$ cat src/pkg/softs_map.svh
// Purpose: register offsets, field positions and reset values of the sof tracker
// Assumes: byte addresses on a 32-bit avalon-mm slave
// Notes: included by bare name
`ifndef SOFTS_MAP_SVH
`define SOFTS_MAP_SVH

// ****************
// register offsets
// ****************
`define SOFTS_FRAME_OFS 8'h74
`define SOFTS_SCRATCH_OFS 8'h78

// ****************
// field layout and reset values
// ****************
`define SOFTS_FRAME_LSB 0
`define SOFTS_FRAME_MSB 10
`define SOFTS_MICRO_LSB 11
`define SOFTS_MICRO_MSB 13
`define SOFTS_TOP_LSB 14
`define SOFTS_TOP_MSB 31
`define SOFTS_LANE0_LSB 0
`define SOFTS_LANE0_MSB 7
`define SOFTS_LANE1_LSB 8
`define SOFTS_LANE1_MSB 15
`define SOFTS_WAIT_STATES 4'h1
`define SOFTS_WAIT_CNT_RST 4'h0
`define SOFTS_FRAME_RST 11'h000
`define SOFTS_MICRO_RST 3'h0
`define SOFTS_SCRATCH_RST 16'h0000
`define SOFTS_UNMAPPED_RD 32'h0000_0000

`endif

$ cat src/pkg/softs_pkg.sv
// Purpose: shared types of the sof tracker
// Assumes: nothing
// Notes: constants live in softs_map.svh
package softs_pkg;
    // ****************
    // types
    // ****************
    typedef enum logic [1:0] {
        SOFTS_SEL_NONE,
        SOFTS_SEL_FRAME,
        SOFTS_SEL_SCRATCH
    } softs_sel_t;
endpackage

$ cat src/hdl/softs_tracker.sv
// Purpose: last sof frame/microframe capture plus a firmware scratch register
// Assumes: sof decoder gives a one-cycle strobe for each sof that passed its checks
// Notes: avalon-mm slave, one wait state on every access
`timescale 1ns/10ps
`include "softs_map.svh"

module softs_tracker (
    // clock and reset
    input wire logic clk,
    input wire logic rst,
    // avalon-mm slave
    input wire logic [7:0] avs_address,
    input wire logic avs_read,
    input wire logic avs_write,
    input wire logic [31:0] avs_writedata,
    input wire logic [3:0] avs_byteenable,
    output logic [31:0] avs_readdata,
    output logic avs_waitrequest,
    // sof decoder side
    input wire logic sof_valid,
    input wire logic [10:0] received_frame_count,
    input wire logic [2:0] microframe_index,
    // usb state, not used to clear anything here
    input wire logic usb_bus_reset,
    input wire logic suspend
);

    // ****************
    // address decode
    // ****************
    function automatic softs_pkg::softs_sel_t softs_decode(input logic [7:0] addr);
        softs_pkg::softs_sel_t sel;
        sel = softs_pkg::SOFTS_SEL_NONE;
        if (addr == `SOFTS_FRAME_OFS) begin
            sel = softs_pkg::SOFTS_SEL_FRAME;
        end else if (addr == `SOFTS_SCRATCH_OFS) begin
            sel = softs_pkg::SOFTS_SEL_SCRATCH;
        end
        return sel;
    endfunction

    // ****************
    // read word packing
    // ****************
    // frame word: reserved bits stay zero, fields placed by their field macros
    function automatic logic [31:0] softs_frame_word(input logic [2:0] micro,
        input logic [10:0] frame);
        logic [31:0] w;
        w = `SOFTS_UNMAPPED_RD;
        w[`SOFTS_FRAME_MSB:`SOFTS_FRAME_LSB] = frame;
        w[`SOFTS_MICRO_MSB:`SOFTS_MICRO_LSB] = micro;
        return w;
    endfunction

    // scratch word: upper half of the bus word always reads zero
    function automatic logic [31:0] softs_scratch_word(input logic [15:0] scr);
        logic [31:0] w;
        w = `SOFTS_UNMAPPED_RD;
        w[`SOFTS_LANE1_MSB:`SOFTS_LANE0_LSB] = scr;
        return w;
    endfunction

    // byte-lane merge: only lanes 0 and 1 land, lanes 2 and 3 are dropped
    function automatic logic [15:0] softs_merge(input logic [15:0] old,
        input logic [31:0] wd, input logic [3:0] be);
        logic [15:0] n;
        n = old;
        if (be[0]) begin
            n[`SOFTS_LANE0_MSB:`SOFTS_LANE0_LSB] = wd[`SOFTS_LANE0_MSB:`SOFTS_LANE0_LSB];
        end
        if (be[1]) begin
            n[`SOFTS_LANE1_MSB:`SOFTS_LANE1_LSB] = wd[`SOFTS_LANE1_MSB:`SOFTS_LANE1_LSB];
        end
        return n;
    endfunction

    logic [10:0] frame_q;
    logic [2:0] micro_q;
    logic [15:0] scratch_q;
    logic ack_q;
    logic [31:0] rdata_q;
    softs_pkg::softs_sel_t sel;
    logic req;
    logic wr_fire;

    assign sel = softs_decode(avs_address);
    assign req = avs_read | avs_write;
    assign wr_fire = avs_write & ack_q;

    // ****************
    // bus handshake
    // ****************
    // one wait state: ack pulses the cycle after a request is seen
    // cycle 0: read or write raised, waitrequest high, ack_q loads on the edge
    // cycle 1: waitrequest low, read word stands, a write lands on the edge
    // cycle 2: ack_q back to zero, so a held request starts a fresh access
    // hazard: waitrequest is combinational from the request, so a master
    // must not raise a request in reaction to waitrequest in the same cycle
    // trade: a fixed wait state costs one cycle but registers the read word
    always_ff @(posedge clk or posedge rst) begin
        if (rst) begin
            ack_q <= 1'b0;
        end else begin
            ack_q <= req & ~ack_q;
        end
    end

    assign avs_waitrequest = req & ~ack_q; // low in the ack cycle and whenever no request is raised

    // read data captured in the wait cycle, stands in the ack cycle
    always_ff @(posedge clk or posedge rst) begin
        if (rst) begin
            rdata_q <= `SOFTS_UNMAPPED_RD;
        end else if (avs_read & ~ack_q) begin
            case (sel)
                softs_pkg::SOFTS_SEL_FRAME: begin
                    rdata_q <= softs_frame_word(micro_q, frame_q);
                end
                softs_pkg::SOFTS_SEL_SCRATCH: begin
                    rdata_q <= softs_scratch_word(scratch_q);
                end
                default: begin
                    rdata_q <= `SOFTS_UNMAPPED_RD;
                end
            endcase
        end
    end

    assign avs_readdata = rdata_q;

    // ****************
    // usb state inputs
    // ****************
    // bus reset and suspend reach this block only so that the assertions can
    // show that neither touches the scratch word; firmware relies on the
    // scratch word surviving both, and the frame fields simply keep their
    // last sof until the next good one arrives
    // note: there is no write protection during suspend; scratch writes land as at any other time

    // ****************
    // sof capture
    // ****************
    // fields load only on a good sof; bus writes never reach them
    always_ff @(posedge clk or posedge rst) begin
        if (rst) begin
            frame_q <= `SOFTS_FRAME_RST;
            micro_q <= `SOFTS_MICRO_RST;
        end else if (sof_valid) begin
            frame_q <= received_frame_count;
            micro_q <= microframe_index;
        end
    end

    // ****************
    // scratch register
    // ****************
    // bus reset and suspend are deliberately ignored here
    always_ff @(posedge clk or posedge rst) begin
        if (rst) begin
            scratch_q <= `SOFTS_SCRATCH_RST;
        end else if (wr_fire && sel == softs_pkg::SOFTS_SEL_SCRATCH) begin
            scratch_q <= softs_merge(scratch_q, avs_writedata, avs_byteenable);
        end
    end

    // ****************
    // assertions
    // ****************
    a_frame_load: assert property (@(posedge clk) disable iff (rst)
        sof_valid |=> frame_q == $past(received_frame_count))
        else $error("frame number not captured");
    a_micro_load: assert property (@(posedge clk) disable iff (rst)
        sof_valid |=> micro_q == $past(microframe_index))
        else $error("microframe not captured");
    a_frame_hold: assert property (@(posedge clk) disable iff (rst)
        !sof_valid |=> $stable(frame_q) && $stable(micro_q))
        else $error("frame register changed without sof");
    a_frame_read: assert property (@(posedge clk) disable iff (rst)
        (avs_read && !ack_q && sel == softs_pkg::SOFTS_SEL_FRAME)
        |=> avs_readdata == {18'h00000, $past(micro_q), $past(frame_q)})
        else $error("frame read data wrong");
    a_scratch_write: assert property (@(posedge clk) disable iff (rst)
        (wr_fire && sel == softs_pkg::SOFTS_SEL_SCRATCH && avs_byteenable[1:0] == 2'h3)
        |=> scratch_q == $past(avs_writedata[15:0]))
        else $error("scratch write lost");
    a_scratch_keep: assert property (@(posedge clk) disable iff (rst)
        !(wr_fire && sel == softs_pkg::SOFTS_SEL_SCRATCH) |=> $stable(scratch_q))
        else $error("scratch changed without write");
    a_scratch_busrst: assert property (@(posedge clk) disable iff (rst)
        (usb_bus_reset && !avs_write) |=> $stable(scratch_q))
        else $error("scratch disturbed by bus reset");
    a_scratch_read: assert property (@(posedge clk) disable iff (rst)
        (avs_read && !ack_q && sel == softs_pkg::SOFTS_SEL_SCRATCH)
        |=> avs_readdata == {16'h0000, $past(scratch_q)})
        else $error("scratch read data wrong");
    a_wait_bound: assert property (@(posedge clk) disable iff (rst)
        (req && avs_waitrequest) |=> !avs_waitrequest)
        else $error("waitrequest held too long");

    // ****************
    // assertion helpers
    // ****************
    // counts waitrequest-high cycles; one wait state means it never passes one
    logic [3:0] wait_cnt_q;
    logic [3:0] wait_cnt_d;

    assign wait_cnt_d = avs_waitrequest ? wait_cnt_q + 4'h1 : `SOFTS_WAIT_CNT_RST;

    always_ff @(posedge clk or posedge rst) begin
        if (rst) begin
            wait_cnt_q <= `SOFTS_WAIT_CNT_RST;
        end else begin
            wait_cnt_q <= wait_cnt_d;
        end
    end

    // ****************
    // bus timing assertions
    // ****************
    // every request opens with waitrequest high
    a_wait_first: assert property (@(posedge clk) disable iff (rst)
        (req && !ack_q) |-> avs_waitrequest)
        else $error("request answered without a wait state");

    // an idle bus never sees waitrequest
    a_wait_idle: assert property (@(posedge clk) disable iff (rst)
        !req |-> !avs_waitrequest)
        else $error("waitrequest high on idle bus");

    // ack lasts exactly one cycle
    a_ack_pulse: assert property (@(posedge clk) disable iff (rst)
        ack_q |=> !ack_q)
        else $error("ack longer than one cycle");

    // no access waits more than the fixed wait state
    a_wait_count: assert property (@(posedge clk) disable iff (rst)
        wait_cnt_q <= `SOFTS_WAIT_STATES)
        else $error("more wait states than expected");

    // read word moves only on a read capture edge
    a_rdata_hold: assert property (@(posedge clk) disable iff (rst)
        !(avs_read && !ack_q) |=> $stable(avs_readdata))
        else $error("read data moved without a read");

    // ****************
    // register content assertions
    // ****************
    // unmapped reads give the fixed zero word
    a_unmapped_read: assert property (@(posedge clk) disable iff (rst)
        (avs_read && !ack_q && sel == softs_pkg::SOFTS_SEL_NONE)
        |=> avs_readdata == `SOFTS_UNMAPPED_RD)
        else $error("unmapped read not zero");

    // reserved frame bits read zero
    a_frame_top_zero: assert property (@(posedge clk) disable iff (rst)
        (avs_read && !ack_q && sel == softs_pkg::SOFTS_SEL_FRAME)
        |=> avs_readdata[`SOFTS_TOP_MSB:`SOFTS_TOP_LSB] == 18'h00000)
        else $error("reserved frame bits not zero");

    // bus writes never reach the frame fields
    a_frame_wr_ignored: assert property (@(posedge clk) disable iff (rst)
        (avs_write && sel == softs_pkg::SOFTS_SEL_FRAME && !sof_valid)
        |=> $stable(frame_q) && $stable(micro_q))
        else $error("frame register took a write");

    // suspend alone leaves the scratch word alone
    a_scratch_suspend: assert property (@(posedge clk) disable iff (rst)
        (suspend && !(wr_fire && sel == softs_pkg::SOFTS_SEL_SCRATCH))
        |=> $stable(scratch_q))
        else $error("scratch disturbed in suspend");

    // lower byte follows lane 0
    a_lane_low: assert property (@(posedge clk) disable iff (rst)
        (wr_fire && sel == softs_pkg::SOFTS_SEL_SCRATCH && avs_byteenable[0])
        |=> scratch_q[7:0] == $past(avs_writedata[7:0]))
        else $error("scratch lower byte lost");

    // upper byte follows lane 1
    a_lane_high: assert property (@(posedge clk) disable iff (rst)
        (wr_fire && sel == softs_pkg::SOFTS_SEL_SCRATCH && avs_byteenable[1])
        |=> scratch_q[15:8] == $past(avs_writedata[15:8]))
        else $error("scratch upper byte lost");

    // scratch read leaves the upper bus half zero
    a_scratch_top_zero: assert property (@(posedge clk) disable iff (rst)
        (avs_read && !ack_q && sel == softs_pkg::SOFTS_SEL_SCRATCH)
        |=> avs_readdata[31:16] == 16'h0000)
        else $error("scratch upper half not zero");

    // ****************
    // cover properties
    // ****************
    c_sof_seen: cover property (@(posedge clk) disable iff (rst) sof_valid);
    c_scratch_wr: cover property (@(posedge clk) disable iff (rst)
        wr_fire && sel == softs_pkg::SOFTS_SEL_SCRATCH);
    c_frame_rd: cover property (@(posedge clk) disable iff (rst)
        avs_read && ack_q && sel == softs_pkg::SOFTS_SEL_FRAME);
    c_suspend_keep: cover property (@(posedge clk) disable iff (rst)
        suspend && scratch_q != `SOFTS_SCRATCH_RST);
    c_unmapped_rd: cover property (@(posedge clk) disable iff (rst)
        avs_read && ack_q && sel == softs_pkg::SOFTS_SEL_NONE);

endmodule // softs_tracker

$ cat config.mk
export PLATFORM = sky130hd
export DESIGN_NAME = softs_tracker
export DESIGN_NICKNAME = d
export VERILOG_FILES = /design/src/pkg/softs_pkg.sv /design/src/hdl/softs_tracker.sv
export VERILOG_INCLUDE_DIRS = /design/src /design/src/pkg
export SDC_FILE = /design/constraint.sdc
export NUM_CORES = 1
export LEC_CHECK = 0
export ABC_CLOCK_PERIOD_IN_PS = 1800
export BUFFER_PORTS_ARGS = -buffer_cell sky130_fd_sc_hd__buf_2
export CAP_MARGIN = 20
export CORE_UTILIZATION = 48
export CTS_BUF_LIST = sky130_fd_sc_hd__clkbuf_2
export CTS_CLUSTER_SIZE = 40
export DETAILED_ROUTE_END_ITERATION = 6
export GPL_ROUTABILITY_DRIVEN = 0
export PLACE_DENSITY = 0.82
export SKIP_LAST_GASP = 1
export SYNTH_ARGS = -nofsm -noshare
export SYNTH_HDL_FRONTEND = slang
export SYNTH_SLANG_ARGS = --single-unit
export TNS_END_PERCENT = 1
$ cat constraint.sdc
create_clock -name clk -period 1.8 [get_ports clk]
set_clock_uncertainty 0.15 [all_clocks]
set_input_delay 0.09 -clock clk [delete_from_list [all_inputs] [get_ports clk]]
set_output_delay 0.09 -clock clk [all_outputs]
set_load 0.005 [all_outputs]
# After elaboration in Yosys (flattened, before gate mapping)
# Index checks and enable logic that the tools add are counted.
# totals
regBits,63
latchBits,0
mem_bits_rw,0
mem_bits_ro,0
inputBits,65
out_inout_bits,33
wordCells,21
mem_count,0
# op_classes
n_addsub,0
multipliers,0
n_div,0
magnitude_cmp,0
eq_ne,4
n_shift,0
mux,3
bitwise,5
n_reduce_logical,3
# ops
op,count
one-hot mux 16 bit (2 select lines),1
equality test 8 x 7 -> 1 bit (second input constant),2
2-to-1 mux 2 bit,2
AND reduction 2 bit,2
bitwise AND 1 bit,3
equality test 2 x 1 -> 1 bit (second input constant),1
equality test 2 bit (second input constant),1
logical AND 1 bit,1
inverter 1 bit,1
bitwise OR 1 bit,1

# Depth between registers and ports, before layout
# depth
word_depth,6
ltp_mapped,5
depth_no_buf,3

# Worst setup path after synthesis
# No wires, ideal clock.
# synth_path
path_kind,register to register
startpoint,register ack_q
endpoint,register rdata_q[11] (netlist: avs_readdata[11])
setup_ns,0.066
arrival_time_ns,1.274
t_required_ns,1.584
path_slack_ns,0.309
stages_incl_launch_ff,6
path_buffers,2
synth_period_minus_slack_ns,1.491
path_cell_list,dfrtp_1 -> nand2b_4 -> buf_6 -> nor4_4 -> buf_6 -> a221o_1
# synth_via
elab_chain_len,2
# synth_rtl
item,line,rtl
"start, declared",softs_tracker.sv:80,logic ack_q;
"start signal, assigned",softs_tracker.sv:104,ack_q <= req & ~ack_q;
inverter 1 bit,softs_tracker.sv:114,end else if (avs_read & ~ack_q) begin
bitwise AND 1 bit,softs_tracker.sv:114,
"end signal, assigned",softs_tracker.sv:113,rdata_q <= `SOFTS_UNMAPPED_RD;
"end signal, assigned",softs_tracker.sv:117,"rdata_q <= softs_frame_word(micro_q, frame_q);"
"end signal, assigned",softs_tracker.sv:120,rdata_q <= softs_scratch_word(scratch_q);
"end, declared",softs_tracker.sv:81,logic [31:0] rdata_q;
# Every way passes these cells.
# A chain may end at the register's enable or synchronous reset.

# Worst setup path after layout
# layout_path
startpoint,input sof_valid
endpoint,register frame_q[8]
# layout_lines
item,line,rtl
"start, declared",softs_tracker.sv:20,"input wire logic sof_valid,"
"end signal, assigned",softs_tracker.sv:146,frame_q <= `SOFTS_FRAME_RST;
"end signal, assigned",softs_tracker.sv:149,frame_q <= received_frame_count;
"end, declared",softs_tracker.sv:77,logic [10:0] frame_q;
# No word-level cell between the ends.

==> out/metrics.csv <==
stage;metric;value;unit
run_status;status;finished, final reports clean;
pwr;peakVddDrop;0.000449;V
synth;syn_area;2090;um^2
grt;grt_max_degree;27;
run;cap_violations;0;
clock_tree;cts_max_level;2;
final_layout;postLayoutCoreUtil;70.8;%
final_layout;multi_input_area;802;um^2
grt;grt_usage;22.9;%
clock_tree;cts_setup_buffers;0;
final_layout;nNetsFinal;320;
worst_setup_path;start_kind;primary input;
drt;finalWirelength;4640;um
grt;grt.met2_usage;40.0;%
clock_tree;cts_buffers;5;
grt;use_met1;26.1;%
grt;grt_pass1_vias;1520;
worst_setup_path;critPathBufInv;3;
placed_design;place_inst;251;
clock_tree;tritoncts;built;
sta;finalSetupViolCount;0;
synth;ys_warn_count;0;
worst_setup_path;critPathRequiredTime;2.00;ns
final_layout;fin_area;2890;um^2
placed_design;numPortBuffers;61;
sta;grt_setup_unrepaired;false;
clock_tree;worst_skew_pair.late_latency;0.41;ns
pwr;powerDensity;626;nW/um^2
floorplan;die_x;68.0;um
drt;num_vias;1531;
final_layout;fillers;285;
worst_setup_path;slowest_stage;dlygate4sd3_1;
floorplan;dieArea;4620;um^2
sta;fin_crit_sh;95.0;%
final_layout;post_layout_nonfiller_instances;305;
final_layout;seq_area;1180;um^2
clock_tree;cts_buffer_depth;2;
sta;hold_violations;0;
grt;busiest_layer;met2;
worst_setup_path;crit_path_max_fanout;14;
pwr;finalPower;1.81;mW
worst_setup_path;timing.rr.start;ack_q;
pwr;p_leak;1.52;nW
grt;grt_first_pass_wirelength;7400;um
worst_setup_path;path_delay_family;buffers and inverters;
placed_design;dp_hpwl;2790;um
worst_setup_path;cp_cell_sequence;dlygate4sd3_1, buf_2, mux2_2, dlygate4sd3_1;
worst_setup_path;crit_path_max_incr_delay;0.58;ns
placed_design;place_area;2380;um^2
worst_setup_path;setup.worst_path.start;sof_valid;
synth;ys_seq_area_share;56.3;%
final_layout;drive_above_1_share;42.7;%
drt;ant_nets;0;
min_path;hp-class;primary input to async pin;
sta;slew_viol_final;0;
worst_setup_path;cp_common_cell;dlygate4sd3_1;
sta;max_freq;585;MHz
clock_tree;cts-resized-gates;0;
final_layout;synthToLayoutAreaGrowth;38.6;%
floorplan;io_pins;98;
sta;fin_tns_setup;0;ns
floorplan;num_rows;23;
drt;first_iter_violations;70;
synth;netlist_instances;143;
drt;drtPass1Iterations;4;
drt;wire_per_inst;15.2;um
final_layout;n_antenna_cell;0;
worst_setup_path;critPathCaptureType;register;
worst_setup_path;crit_arrival;1.91;ns
synth;yosysUniqueCellTypes;21;
clock_tree;cts-root-buf;clkbuf_2;
floorplan;fp.dieH;68.0;um
synth;synth_area_per_cell;14.6;um^2
worst_setup_path;critPathKind;primary input to register;
clock_tree;path_clk_slew;0.23;ns
clock_tree;cts_sinks;47;
grt;use_met3;6.00;%
floorplan;initial_core_util;51.1;%
drt;drcViolationCount;0;
grt;antenna_found_initial;0;
grt;gr-total-overflow;0;
synth;synth-seq-cells;47;
floorplan;core;4090;um^2
drt;vias_per_cell;5.02;
sta;period_minus_slack;1.71;ns
[placed cells by master, fill, tap and decap left out, types with 2 or more instances in the layout]
cell type / instances
mux2_2: 30
dfrtp_1: 47
nand4_2: 2
a221o_1: 14
nor2_1: 2
clkbuf_2: 5
and2_1: 15
buf_4: 2
a22o_1: 2
dlygate4sd3_1: 47
conb_1: 16
buf_2: 61
[state kept, by name, indices dropped and copies added (netlist names)]
signal / count
avs_readdata: 16
micro_q: 3
frame_q: 11
scratch_q: 16
ack_q: 1
[layer usage]
metal  vias up  share of wire [%]
li1        717                  -
met1       753                 39
met2        51                 54
met3        10                4.3
met4         0                2.2
met5         -                  0
[metrics by stage]
stage	hold WS [ns]	setup slack, ns
after floorplan	0.0906	0.309
after global placement	-0.0137	0.280
after detailed placement	-0.0177	0.237
after CTS	0.00119	0.196
after global routing	0.00547	0.0955
final	0.0155	0.0896
[repair_timing]
item                       in CTS  in global routing
setup endpoints to repair       0                  0
hold buffers                   46                  1
hold endpoints to repair       78                  1
[worst reg2reg max path: cells and delay by family (launching register included)]
family,cells,cell delay (ns)
simple gates,2,0.54
flops,1,0.44
buf+inv,1,0.25
compound gates,1,0.17
[synth_stat cells, drive strengths merged]
library cell  number  area [um^2]
a221o             14          140
a22o               2         17.5
and2              15         93.8
and4bb             2         25.0
buf               20          159
clkbuf             1         3.75
conb               1         3.75
dfrtp             47         1180
inv                1         3.75
mux2              30          338
nand2b             2         20.0
nand4              2         25.0
nand4bb            1         27.5
nor2               2         7.51
nor3b              1         18.8
nor4               1         21.3
or2b               1         7.51
[area by class of cell]
cell class,count,share of cell area (%)
Timing Repair Buffer,111,28.0
Inverter,1,0.130
Clock buffer,5,0.865
Sequential cell,47,40.6
Multi-Input combinational cell,89,27.7
Tap cell,50,2.16
Clock inverter,2,0.476
[cell families after synthesis]
family	count (synthesis)	synth area share, %
AOI/OAI and AO/OA	16	7.55
buffers and inverters	22	7.97
DFF	47	56.3
muxes	30	16.2
other	1	0.180
and+or+nand+nor	27	11.8
[report_power, final]
group / internal (mW) / total (mW) / leakage, nW / switching, mW
clock network: 0.0889 / 0.420 / 0.0288 / 0.332
registers: 1.10 / 1.12 / 0.622 / 0.0229
logic: 0.168 / 0.271 / 0.869 / 0.103
total: 1.35 / 1.81 / 1.52 / 0.457
[path summary, 6_finish.rpt]
check | to | slack [ns] | depth (start not counted)
max | frame_q[8] | 0.09 | 4
min | frame_q[9] | 0.02 | 3
max reg2reg | avs_readdata[13] | 0.20 | 4
min reg2reg | avs_readdata[14] | 0.37 | 1
max in group asynchronous | avs_readdata[3] | 0.97 | 4
min in group clk | avs_readdata[14] | 0.02 | 3
(Power assumes the default switching activity.)
